`src/verilog/mbpp_pkg.sv`:
```
package mbpp_pkg;

   // Register byte offsets on the APB slave.
   localparam logic [7:0] PIN_STATE_OFFSET = 8'h00;
   localparam logic [7:0] OUTPUT_LATCH_OFFSET = 8'h04;
   localparam logic [7:0] DIRECTION_OFFSET = 8'h08;
   localparam logic [7:0] MEMORY_BUS_CONTROL_OFFSET = 8'h0C;
   localparam logic [7:0] NEIGHBOUR_PORT_OFFSET = 8'h10;
   localparam logic [7:0] PARALLEL_CONFIG_OFFSET = 8'h14;

   // Field positions.
   localparam int BUS_INTERFACE_DISABLE_BIT = 7;
   localparam int PULLUP_ENABLE_BIT = 7;
   localparam int PARALLEL_PORT_PIN_SELECT_BIT = 0;

   // Port width.
   localparam int PORT_WIDTH = 8;

   // Reset values.
   localparam logic [7:0] OUTPUT_LATCH_RESET = 8'h00;
   localparam logic [7:0] DIRECTION_RESET = 8'hFF;
   localparam logic BUS_INTERFACE_DISABLE_RESET = 1'b1;
   localparam logic PULLUP_ENABLE_RESET = 1'b0;
   localparam logic PARALLEL_PORT_PIN_SELECT_RESET = 1'b0;
   localparam logic [7:0] PIN_OE_N_RESET = 8'hFF;
   localparam logic [7:0] BYTE_ZERO = 8'h00;

   // Direction bit encodings.
   localparam logic DIR_OUTPUT = 1'b0;
   localparam logic DIR_INPUT = 1'b1;

   // Input buffer threshold select: 0 Schmitt trigger, 1 TTL.
   localparam logic THRESHOLD_SCHMITT = 1'b0;
   localparam logic THRESHOLD_TTL = 1'b1;

   // Which function owns the pins, highest priority last.
   typedef enum logic [1:0] {
      OWNER_PORT,
      OWNER_PARALLEL,
      OWNER_MEMORY
   } mbpp_owner_t;

endpackage

```
`src/verilog/mbpp_pin_owner.sv`:
```
`timescale 1ns/10ps

// Steers the pin drivers, pull-ups and input thresholds from the current owner.
module mbpp_pin_owner
(
   // Ownership and port state.
   input wire mbpp_pkg::mbpp_owner_t owner,
   input wire logic [7:0] output_latch,
   input wire logic [7:0] direction_bits,
   input wire logic pullup_enable_bit,
   // External memory bus low byte.
   input wire logic [7:0] muxed_addr_data_low,
   input wire logic memory_bus_drive,
   // Parallel master port data.
   input wire logic [7:0] parallel_port_data_out,
   input wire logic parallel_port_drive,
   // Next pin controls.
   output logic [7:0] next_pin_out,
   output logic [7:0] next_pin_oe_n,
   output logic [7:0] next_pullup_en,
   output logic [7:0] next_ttl_select
);

   // The memory bus beats the parallel port, which beats the plain port.
   always_comb
   begin
      next_pin_out = output_latch;
      next_pin_oe_n = direction_bits;
      next_ttl_select = {8{mbpp_pkg::THRESHOLD_SCHMITT}};
      unique case (owner)
         mbpp_pkg::OWNER_MEMORY:
         begin
            // Direction comes from the bus cycle, the port direction is ignored.
            next_pin_out = muxed_addr_data_low;
            next_pin_oe_n = {8{~memory_bus_drive}};
            next_ttl_select = {8{mbpp_pkg::THRESHOLD_TTL}};
         end
         mbpp_pkg::OWNER_PARALLEL:
         begin
            next_pin_out = parallel_port_data_out;
            next_pin_oe_n = {8{~parallel_port_drive}};
            next_ttl_select = {8{mbpp_pkg::THRESHOLD_TTL}};
         end
         mbpp_pkg::OWNER_PORT:
         begin
            next_pin_out = output_latch;
            next_pin_oe_n = direction_bits;
            next_ttl_select = {8{mbpp_pkg::THRESHOLD_SCHMITT}};
         end
      endcase
      // A driven pin never keeps its pull-up, whatever the shared bit says.
      next_pullup_en = {8{pullup_enable_bit}} & next_pin_oe_n;
   end

endmodule

```
`src/verilog/mbpp_port.sv`:
```
`timescale 1ns/10ps

module mbpp_port
#(
   // Set for the larger package, which bonds out the external memory bus.
   parameter bit LARGE_PACKAGE = 1'b1
)
(
   // Clock and reset.
   input wire logic pclk,
   input wire logic presetn,
   // APB slave.
   input wire logic psel,
   input wire logic penable,
   input wire logic pwrite,
   input wire logic [7:0] paddr,
   input wire logic [31:0] pwdata,
   input wire logic [3:0] pstrb,
   output logic [31:0] prdata,
   output logic pready,
   output logic pslverr,
   // Port pins, split into input, output and output enable.
   input wire logic [7:0] pin_in,
   output logic [7:0] pin_out,
   output logic [7:0] pin_oe_n,
   output logic [7:0] pullup_en,
   output logic [7:0] ttl_select,
   // External memory bus low byte.
   input wire logic [7:0] muxed_addr_data_low,
   input wire logic memory_bus_drive,
   output logic [7:0] memory_bus_read_data,
   output logic memory_bus_enabled,
   // Parallel master port data path.
   input wire logic parallel_port_active,
   input wire logic parallel_port_drive,
   input wire logic [7:0] parallel_port_data_out,
   output logic [7:0] parallel_port_data_in
);

   // Software-visible state.
   logic [7:0] output_latch;
   logic [7:0] direction_bits;
   logic [7:0] pin_state_register;
   logic bus_interface_disable;
   logic pullup_enable_bit;
   logic parallel_port_pin_select;

   // Bus decode and pin ownership.
   logic wr_access;
   logic rd_setup;
   logic low_lane;
   mbpp_pkg::mbpp_owner_t owner;
   logic [7:0] next_pin_out;
   logic [7:0] next_pin_oe_n;
   logic [7:0] next_pullup_en;
   logic [7:0] next_ttl_select;
   logic [31:0] next_prdata;

   // True for every offset that holds a register; used by decode and the error answer.
   function automatic logic offset_mapped(input logic [7:0] addr);
      begin
         offset_mapped = (addr == mbpp_pkg::PIN_STATE_OFFSET) ||
                         (addr == mbpp_pkg::OUTPUT_LATCH_OFFSET) ||
                         (addr == mbpp_pkg::DIRECTION_OFFSET) ||
                         (addr == mbpp_pkg::MEMORY_BUS_CONTROL_OFFSET) ||
                         (addr == mbpp_pkg::NEIGHBOUR_PORT_OFFSET) ||
                         (addr == mbpp_pkg::PARALLEL_CONFIG_OFFSET);
      end
   endfunction

   // The slave never inserts wait states, so every access completes in two cycles.
   assign pready = 1'b1;
   assign pslverr = psel && penable && !offset_mapped(paddr);
   assign wr_access = psel && penable && pwrite && offset_mapped(paddr);
   assign rd_setup = psel && !penable && !pwrite;
   // Registers are a byte wide, so only the lowest lane carries them.
   assign low_lane = pstrb[0];

   // The memory bus exists only on the larger package and only while not disabled.
   assign memory_bus_enabled = LARGE_PACKAGE && !bus_interface_disable;

   // Priority: memory bus, then the parallel port when routed here, then the port.
   always_comb
   begin
      if (memory_bus_enabled)
      begin
         owner = mbpp_pkg::OWNER_MEMORY;
      end
      else if (parallel_port_active && parallel_port_pin_select)
      begin
         owner = mbpp_pkg::OWNER_PARALLEL;
      end
      else
      begin
         owner = mbpp_pkg::OWNER_PORT;
      end
   end

   // Pin control steering for the current owner.
   mbpp_pin_owner i_mbpp_pin_owner
   (
      .owner(owner),
      .output_latch(output_latch),
      .direction_bits(direction_bits),
      .pullup_enable_bit(pullup_enable_bit),
      .muxed_addr_data_low(muxed_addr_data_low),
      .memory_bus_drive(memory_bus_drive),
      .parallel_port_data_out(parallel_port_data_out),
      .parallel_port_drive(parallel_port_drive),
      .next_pin_out(next_pin_out),
      .next_pin_oe_n(next_pin_oe_n),
      .next_pullup_en(next_pullup_en),
      .next_ttl_select(next_ttl_select)
   );

   // Output latch: a write to either the value or the latch offset lands here.
   always_ff @(posedge pclk or negedge presetn)
   begin
      if (!presetn)
      begin
         output_latch <= mbpp_pkg::OUTPUT_LATCH_RESET;
      end
      else if (wr_access && low_lane &&
               ((paddr == mbpp_pkg::PIN_STATE_OFFSET) ||
                (paddr == mbpp_pkg::OUTPUT_LATCH_OFFSET)))
      begin
         output_latch <= pwdata[7:0];
      end
   end

   // Direction bits come up all ones so no pin drives after reset.
   always_ff @(posedge pclk or negedge presetn)
   begin
      if (!presetn)
      begin
         direction_bits <= mbpp_pkg::DIRECTION_RESET;
      end
      else if (wr_access && low_lane && (paddr == mbpp_pkg::DIRECTION_OFFSET))
      begin
         direction_bits <= pwdata[7:0];
      end
   end

   // Memory bus control. It resets disabled so the port pins start as inputs.
   always_ff @(posedge pclk or negedge presetn)
   begin
      if (!presetn)
      begin
         bus_interface_disable <= mbpp_pkg::BUS_INTERFACE_DISABLE_RESET;
      end
      else if (wr_access && low_lane && (paddr == mbpp_pkg::MEMORY_BUS_CONTROL_OFFSET))
      begin
         bus_interface_disable <= pwdata[mbpp_pkg::BUS_INTERFACE_DISABLE_BIT];
      end
   end

   // Shared pull-up control living in the neighbouring port register.
   always_ff @(posedge pclk or negedge presetn)
   begin
      if (!presetn)
      begin
         pullup_enable_bit <= mbpp_pkg::PULLUP_ENABLE_RESET;
      end
      else if (wr_access && low_lane && (paddr == mbpp_pkg::NEIGHBOUR_PORT_OFFSET))
      begin
         pullup_enable_bit <= pwdata[mbpp_pkg::PULLUP_ENABLE_BIT];
      end
   end

   // Parallel port routing select.
   always_ff @(posedge pclk or negedge presetn)
   begin
      if (!presetn)
      begin
         parallel_port_pin_select <= mbpp_pkg::PARALLEL_PORT_PIN_SELECT_RESET;
      end
      else if (wr_access && low_lane && (paddr == mbpp_pkg::PARALLEL_CONFIG_OFFSET))
      begin
         parallel_port_pin_select <= pwdata[mbpp_pkg::PARALLEL_PORT_PIN_SELECT_BIT];
      end
   end

   // Pin drivers are registered so the pads never see decode glitches.
   // The cost is one cycle from a bus request or register write to the pad.
   always_ff @(posedge pclk or negedge presetn)
   begin
      if (!presetn)
      begin
         pin_out <= mbpp_pkg::BYTE_ZERO;
         pin_oe_n <= mbpp_pkg::PIN_OE_N_RESET;
         pullup_en <= mbpp_pkg::BYTE_ZERO;
         ttl_select <= {8{mbpp_pkg::THRESHOLD_SCHMITT}};
      end
      else
      begin
         pin_out <= next_pin_out;
         pin_oe_n <= next_pin_oe_n;
         pullup_en <= next_pullup_en;
         ttl_select <= next_ttl_select;
      end
   end

   // Pin sampling. The pad applies the threshold chosen above before this flop.
   always_ff @(posedge pclk or negedge presetn)
   begin
      if (!presetn)
      begin
         pin_state_register <= mbpp_pkg::BYTE_ZERO;
      end
      else
      begin
         pin_state_register <= pin_in;
      end
   end

   // Incoming data for the memory bus and the parallel port, captured only while owned and not driving, held otherwise.
   always_ff @(posedge pclk or negedge presetn)
   begin
      if (!presetn)
      begin
         memory_bus_read_data <= mbpp_pkg::BYTE_ZERO;
         parallel_port_data_in <= mbpp_pkg::BYTE_ZERO;
      end
      else
      begin
         if (owner == mbpp_pkg::OWNER_MEMORY && !memory_bus_drive)
         begin
            memory_bus_read_data <= pin_in;
         end
         if (owner == mbpp_pkg::OWNER_PARALLEL && !parallel_port_drive)
         begin
            parallel_port_data_in <= pin_in;
         end
      end
   end

   // Read mux. Reserved bits and unmapped offsets read as zero.
   always_comb
   begin
      next_prdata = 32'h0000_0000;
      unique case (paddr)
         mbpp_pkg::PIN_STATE_OFFSET:
         begin
            next_prdata[7:0] = pin_state_register;
         end
         mbpp_pkg::OUTPUT_LATCH_OFFSET:
         begin
            next_prdata[7:0] = output_latch;
         end
         mbpp_pkg::DIRECTION_OFFSET:
         begin
            next_prdata[7:0] = direction_bits;
         end
         mbpp_pkg::MEMORY_BUS_CONTROL_OFFSET:
         begin
            next_prdata[mbpp_pkg::BUS_INTERFACE_DISABLE_BIT] = bus_interface_disable;
         end
         mbpp_pkg::NEIGHBOUR_PORT_OFFSET:
         begin
            next_prdata[mbpp_pkg::PULLUP_ENABLE_BIT] = pullup_enable_bit;
         end
         mbpp_pkg::PARALLEL_CONFIG_OFFSET:
         begin
            next_prdata[mbpp_pkg::PARALLEL_PORT_PIN_SELECT_BIT] = parallel_port_pin_select;
         end
         default:
         begin
            next_prdata = 32'h0000_0000;
         end
      endcase
   end

   // Read data is captured in the setup cycle and stands through the access cycle.
   always_ff @(posedge pclk or negedge presetn)
   begin
      if (!presetn)
      begin
         prdata <= 32'h0000_0000;
      end
      else if (rd_setup)
      begin
         prdata <= next_prdata;
      end
   end

endmodule
```
`config.mk`:
```
export PLATFORM = sky130hd
export DESIGN_NAME = mbpp_port
export DESIGN_NICKNAME = d
export VERILOG_FILES = /design/src/verilog/mbpp_pkg.sv /design/src/verilog/mbpp_pin_owner.sv /design/src/verilog/mbpp_port.sv
export SDC_FILE = /design/constraint.sdc
export NUM_CORES = 1
export LEC_CHECK = 0
export BUFFER_PORTS_ARGS = -buffer_cell sky130_fd_sc_hd__buf_4
export CORE_MARGIN = 2
export CORE_UTILIZATION = 46
export DETAILED_ROUTE_END_ITERATION = 8
export PLACE_DENSITY = 0.79
export SYNTH_ARGS = -nofsm -noshare
export SYNTH_HDL_FRONTEND = slang
export SYNTH_SLANG_ARGS = --single-unit
```
`constraint.sdc`:
```
create_clock -name pclk -period 1.9 [get_ports pclk]
set_input_delay 0.095 -clock pclk [delete_from_list [all_inputs] [get_ports pclk]]
set_output_delay 0.095 -clock pclk [all_outputs]
set_load 0.05 [all_outputs]
```
## After elaboration in Yosys (flattened, before gate mapping)

Index checks and enable logic that the tools add are counted.

| operators by class | value |
|---|---|
| equality and inequality tests | 7 |
| muxes and demuxes | 8 |
| bitwise operators | 3 |
| reduce and logical (&&, ||, !) cells | 29 |

Operators by type and width:

| cell | number |
|---|---|
| 8-bit one-hot mux with 3 select lines | 2 |
| 6-bit one-hot mux with 3 select lines | 1 |
| 8-bit by 4-bit == test with 1-bit output (second input constant) | 2 |
| 8-bit by 5-bit == test with 1-bit output (second input constant) | 2 |
| 8-bit one-hot mux with 2 select lines | 1 |
| 1-bit logical AND | 15 |
| 8-bit AND | 1 |
| 8-bit by 3-bit == test with 1-bit output (second input constant) | 1 |
| 8-bit logical NOT | 1 |
| 1-bit logical NOT | 6 |
| 1-bit logical OR | 5 |
| 1-bit one-hot mux with 5 select lines | 1 |
| 1-bit one-hot mux with 4 select lines | 1 |
| 2-bit by 1-bit == test with 1-bit output (second input constant) | 1 |
| 2-bit == test (second input constant) | 1 |
| 2-bit logical NOT | 1 |
| 2-bit 2-to-1 mux | 1 |
| 1-bit inverter | 2 |
| 2-bit OR reduction | 1 |
| 1-bit 2-to-1 mux | 1 |

| word-level totals | value |
|---|---|
| flip-flop bits (word level) | 83 |
| bits of input ports | 76 |
| output and inout bits | 83 |
| word-level logic and storage cells | 60 |

## Logic depth before layout (Yosys ltp)

| depth | value |
|---|---|
| word-level depth | 9 |
| depth in mapped cells | 5 |
| mapped depth without buffers | 4 |

## Hierarchy

A second synthesis with hierarchy kept.

| unflattened totals | value |
|---|---|
| cells, all modules | 280 |
| area total of the unflattened synthesis | 3633.5 sq um |

Modules (own cells, without submodules):

| module | times used | cells each | area an instance (sq um) | sequential area each (sq um) |
|---|---|---|---|---|
| mbpp_port | 1 | 209 | 3138.0 | 2098.3 |
| mbpp_pin_owner | 1 | 71 | 495.5 | 0.0 |

## Least setup slack after synthesis

OpenSTA, ideal clock, no wires.

| path | value |
|---|---|
| path type | reg-to-reg |
| start point | register bus_interface_disable |
| end point | register parallel_port_data_in[0] |
| library setup time | 0.125 ns |
| arrival | 1.646 ns |
| required time | 1.775 ns |
| setup slack | 0.129 ns |
| cell stages (with the launch flop) | 5 |
| buffers on the path | 1 |
| period minus slack after synthesis | 1.771 ns |
| path through | dfstp_2 inv_1 or3_1 clkbuf_1 mux2_2 |

| on the way | value |
|---|---|
| longest elaborated chain between the ends | 3 |

RTL lines:

| item | RTL line | source |
|---|---|---|
| start: declaration | mbpp_port.sv:44 | `logic bus_interface_disable;` |
| start signal: assignment | mbpp_port.sv:149 | `bus_interface_disable <= mbpp_pkg::BUS_INTERFACE_DISABLE_RESET;` |
| start signal: assignment | mbpp_port.sv:153 | `bus_interface_disable <= pwdata[mbpp_pkg::BUS_INTERFACE_DISABLE_BIT];` |
| 2-bit 2-to-1 mux | mbpp_port.sv:85 | `if (memory_bus_enabled)` |
| 2-bit by 1-bit == test with 1-bit output | mbpp_port.sv:230 | `if (owner == mbpp_pkg::OWNER_PARALLEL && !parallel_port_drive)` |
| 1-bit logical AND | mbpp_port.sv:230 |  |
| end signal: assignment | mbpp_port.sv:222 | `parallel_port_data_in <= mbpp_pkg::BYTE_ZERO;` |
| end signal: assignment | mbpp_port.sv:232 | `parallel_port_data_in <= pin_in;` |
| end: declaration | mbpp_port.sv:37 | `output logic [7:0] parallel_port_data_in` |

No other way between the ends.
A chain may end at the register's enable or synchronous reset.

## Worst setup path after layout

| path | value |
|---|---|
| start point | register bus_interface_disable |
| end point | register parallel_port_data_in[4] |

Same word-level chain as after synthesis.

==> flow_results.xml <==
<?xml version="1.0" encoding="UTF-8"?>
<metrics>
  <group name="die">
    <metric name="core_outline_area" unit="sq mm">0.00714</metric>
    <metric name="floorplan.io_pins" unit="">159</metric>
    <metric name="placement_rows" unit="">31</metric>
    <metric name="die-width" unit="microns">89.2</metric>
    <metric name="die-area" unit="sq mm">0.00796</metric>
    <metric name="floorplan.die.height" unit="microns">89.2</metric>
    <metric name="floorplan.initialDensity" unit="">0.468</metric>
  </group>
  <group name="logic_synthesis">
    <metric name="cell_count_after_synthesis" unit="">263</metric>
    <metric name="synth_seq_cells" unit="">76</metric>
    <metric name="synth_cell_types" unit="">36</metric>
    <metric name="syn-mean-instance-area" unit="sq um">12.7</metric>
    <metric name="post-synth-top-area-fraction" unit="">0.442</metric>
    <metric name="synth_edf_count" unit="">0</metric>
    <metric name="ys_dominant_reg_cell" unit="">dfrtp_1</metric>
    <metric name="yosysMostFrequentCell" unit="">dfrtp_1</metric>
    <metric name="synthTopCellsByArea" unit="">dfrtp_1 (44%), dfstp_2 (13%), mux2_2 (12%)</metric>
    <metric name="synthTopCellsByCount" unit="">dfrtp_1 (59), mux2_2 (36), buf_4 (33)</metric>
    <metric name="yosys_warnings" unit="">0</metric>
    <metric name="main_combinational_cell_family_by_area_after_synthesis" unit="">multiplexers</metric>
    <metric name="synth_compound_gate_area_share" unit="">0.0742</metric>
    <metric name="ys_seq_area_frac" unit="">0.576</metric>
    <metric name="synthesis.area" unit="sq mm">0.00334</metric>
    <metric name="post_synthesis_cell_type_with_the_largest_combined_area" unit="">dfrtp_1</metric>
    <metric name="ys_async_sr_fraction" unit="">1.00</metric>
    <metric name="yosys-mux-area-fraction" unit="">0.173</metric>
    <metric name="yosys.area_share.xor_xnor" unit="">0</metric>
    <metric name="synth-adder-area-share" unit="">0</metric>
    <metric name="synthSimpleGateAreaFrac" unit="">0.0914</metric>
  </group>
  <group name="global_route">
    <metric name="number_of_global_route_vias_before_repair" unit="">2511</metric>
    <metric name="grt_first_pass_wirelength" unit="microns">12000</metric>
    <metric name="largest_net_degree_at_the_start_of_global_routing" unit="">40</metric>
    <metric name="antenna_found_initial" unit="">0</metric>
    <metric name="grtUsageTotal" unit="">0.203</metric>
    <metric name="globalRoute.totalOverflow" unit="">0</metric>
  </group>
  <group name="clock_tree">
    <metric name="cts_post_setup_buffers_inserted" unit="">0</metric>
    <metric name="cts_max_level" unit="">3</metric>
    <metric name="numClockSinks" unit="">76</metric>
    <metric name="cts.clk_slew.worst_paths" unit="ns">0.08</metric>
    <metric name="clockRootBuffer" unit="">clkbuf_8</metric>
    <metric name="clk_path_buf_depth" unit="">2</metric>
    <metric name="cts-buffers-inserted" unit="">9</metric>
    <metric name="tritoncts" unit="">yes</metric>
    <metric name="cts-resized-gates" unit="">0</metric>
    <metric name="clock_latency" unit="ns">0.34</metric>
  </group>
  <group name="timing">
    <metric name="report.final.hold_viol_count" unit="">0</metric>
    <metric name="final_count_of_negative_setup_slack_endpoints" unit="">0</metric>
    <metric name="final_min_period_over_clock_period" unit="">0.859</metric>
    <metric name="final.setup_skew" unit="ns">0.00896</metric>
    <metric name="worst_slew_pin_slew" unit="ns">0.509</metric>
    <metric name="fmax" unit="GHz">0.613</metric>
    <metric name="final.hold.worst_slack" unit="ns">0.00868</metric>
    <metric name="final-max-slew-violation-count" unit="">0</metric>
    <metric name="fin_tns_setup" unit="ns">0</metric>
    <metric name="rsz0062_at_grt" unit="">false</metric>
    <metric name="layout_min_cycle_time" unit="ns">1.63</metric>
    <metric name="maxSlewHeadroom" unit="">0.660</metric>
  </group>
  <group name="setup_path">
    <metric name="slowest_stage" unit="">dfstp_2</metric>
    <metric name="critical_path.max_stage_delay" unit="ns">0.56</metric>
    <metric name="data_required_time_of_the_critical_path" unit="ns">2.13</metric>
    <metric name="arrival" unit="ns">1.86</metric>
    <metric name="crit_path_cell_trace" unit="">inv_1 -&gt; or3_1 -&gt; mux2_2</metric>
    <metric name="crit_fanout" unit="">8</metric>
    <metric name="cp_launch_point" unit="">bus_interface_disable</metric>
    <metric name="r2r-start" unit="">bus_interface_disable</metric>
    <metric name="critical_path.startpoint_type" unit="">register</metric>
    <metric name="worst_setup_ep_type" unit="">register</metric>
    <metric name="timing.setup.critical_path_class" unit="">register to register</metric>
  </group>
  <group name="final_layout">
    <metric name="area_growth_syn_to_layout" unit="%">36.6</metric>
    <metric name="net_count_of_the_finished_layout" unit="">466</metric>
    <metric name="drive_above_1_share" unit="">0.476</metric>
    <metric name="fillerInstances" unit="">586</metric>
    <metric name="num_antenna_cells" unit="">0</metric>
  </group>
  <group name="route">
    <metric name="vias_per_cell" unit="">4.80</metric>
    <metric name="drtAntennaViolNets" unit="">0</metric>
    <metric name="routed_wl" unit="microns">7660</metric>
    <metric name="drt_iter0_markers" unit="">171</metric>
    <metric name="dr_wl_met3" unit="microns">506</metric>
    <metric name="met2RoutedLength" unit="microns">3920</metric>
    <metric name="drt-wirelength-per-cell" unit="microns">15.5</metric>
    <metric name="vias" unit="">2371</metric>
    <metric name="routedLengthMet1" unit="microns">3150</metric>
    <metric name="highest_layer" unit="">met4</metric>
    <metric name="drc" unit="">0</metric>
    <metric name="drt-pass1-iter-count" unit="">4</metric>
  </group>
  <group name="placed_design">
    <metric name="dpl_hpwl" unit="microns">5560</metric>
    <metric name="gp_congestion" unit="">0.795</metric>
    <metric name="place.port_buffers" unit="">106</metric>
  </group>
  <group name="run">
    <metric name="maxCapViolations" unit="">0</metric>
  </group>
  <group name="worst_hold_path">
    <metric name="min_path_type" unit="">primary input to register</metric>
    <metric name="min_from" unit="">muxed_addr_data_low[1]</metric>
  </group>
  <group name="pwr">
    <metric name="irDropWorstVdd" unit="mV">0.581</metric>
    <metric name="leakage" unit="nW">2.28</metric>
    <metric name="pwr_density_cell" unit="mW/mm^2">799</metric>
  </group>
  <group name="run_status">
    <metric name="outcome" unit="">finished, final reports clean</metric>
  </group>
</metrics>
-- cells by family (layout without fill, tap and decap cells) --
kind of cell / Yosys count / after routing
AOI/OAI and AO/OA: 37 / 37
muxes: 52 / 52
other: 2 / 25
and+or+nand+nor: 55 / 55
buffers and inverters: 41 / 150
DFF: 76 / 76
-- state kept, by name, summed over array words and instances, names as in the netlist, 8 cells and up --
| name | cells |
|---|---|
| direction_bits | 8 |
| parallel_port_data_in | 8 |
| output_latch | 8 |
| pin_oe_n | 8 |
| memory_bus_read_data | 8 |
| pullup_en | 8 |
| pin_state_register | 8 |
| prdata | 8 |
| pin_out | 8 |
-- through the flow --
step           utilization  worst slack, ns  power [W]  instances  area [sq um]
2_1_floorplan            -            0.129    0.00209        286          3430
3_3_place_gp         0.579            0.152    0.00225        457          4130
3_5_place_dp         0.579            0.116    0.00227        457          4130
4_1_cts              0.639            0.262    0.00367        494          4560
5_1_grt              0.639            0.230    0.00378        494          4560
6_report             0.639            0.268    0.00364        494          4560
-- power breakdown --
part | internal (W) | leakage, nW | switching (W)
logic | 0.000190 | 1.23 | 0.000381
registers | 0.00167 | 0.940 | 0.0000238
clock network | 0.000775 | 0.113 | 0.000601
total | 0.00264 | 2.28 | 0.00101
-- placed cells by master (no fill, tap or decap), types with 2 or more instances in the layout --
cell type      instances
a21oi_1               17
a22o_1                 7
a31oi_1                2
and2_1                 8
buf_4                111
bufinv_16              2
clkbuf_8              10
clkinv_2               2
conb_1                25
dfrtp_1               59
dfstp_2               17
dlygate4sd3_1         21
mux2_2                36
mux2i_1               15
nand2_1               20
nor2_1                12
nor2b_1                2
o21ai_0                6
-- routing by layer --
metal  vias up  GRT usage
met3        11     0.0489
met4         0     0.0678
met2        97      0.353
li1       1114          -
met1      1149      0.249
met5         -          0
-- worst max-delay path: cells and delay by family (launching register included) --
kind	cells	cell delay (ns)
buffers and inverters	1	0.07
flip-flops	1	0.56
multiplexers	1	0.34
AND/OR/NAND/NOR	1	0.55
-- timing repair --
item,CTS,global route
endpoints found under the hold margin,60,0
setup endpoints to repair,0,0
hold buffers,21,0
-- worst paths after layout --
| check | endpoint | slack (ns) | cells after the start |
|---|---|---|---|
| worst max-delay path | parallel_port_data_in[4] | 0.27 | 3 |
| worst min-delay path | pin_out[1] | 0.009 | 3 |
| worst max register to register | parallel_port_data_in[4] | 0.27 | 3 |
| worst min register to register | pin_oe_n[5] | 0.51 | 2 |
| max in group asynchronous | direction_bits[6] | 0.98 | 3 |
| min in group asynchronous | parallel_port_data_in[5] | 0.27 | 2 |
-- area by class of cell --
type	instances	area [sq um]	area share
inverter	1	3.75	0.000823
clock inverter	6	86.3	0.0189
timing repair buffer	133	1060	0.233
multi-input combinational	169	1220	0.268
clock buffer	10	138	0.0302
tap	99	124	0.0271
sequential	76	1920	0.421
(Power assumes the default switching activity.)
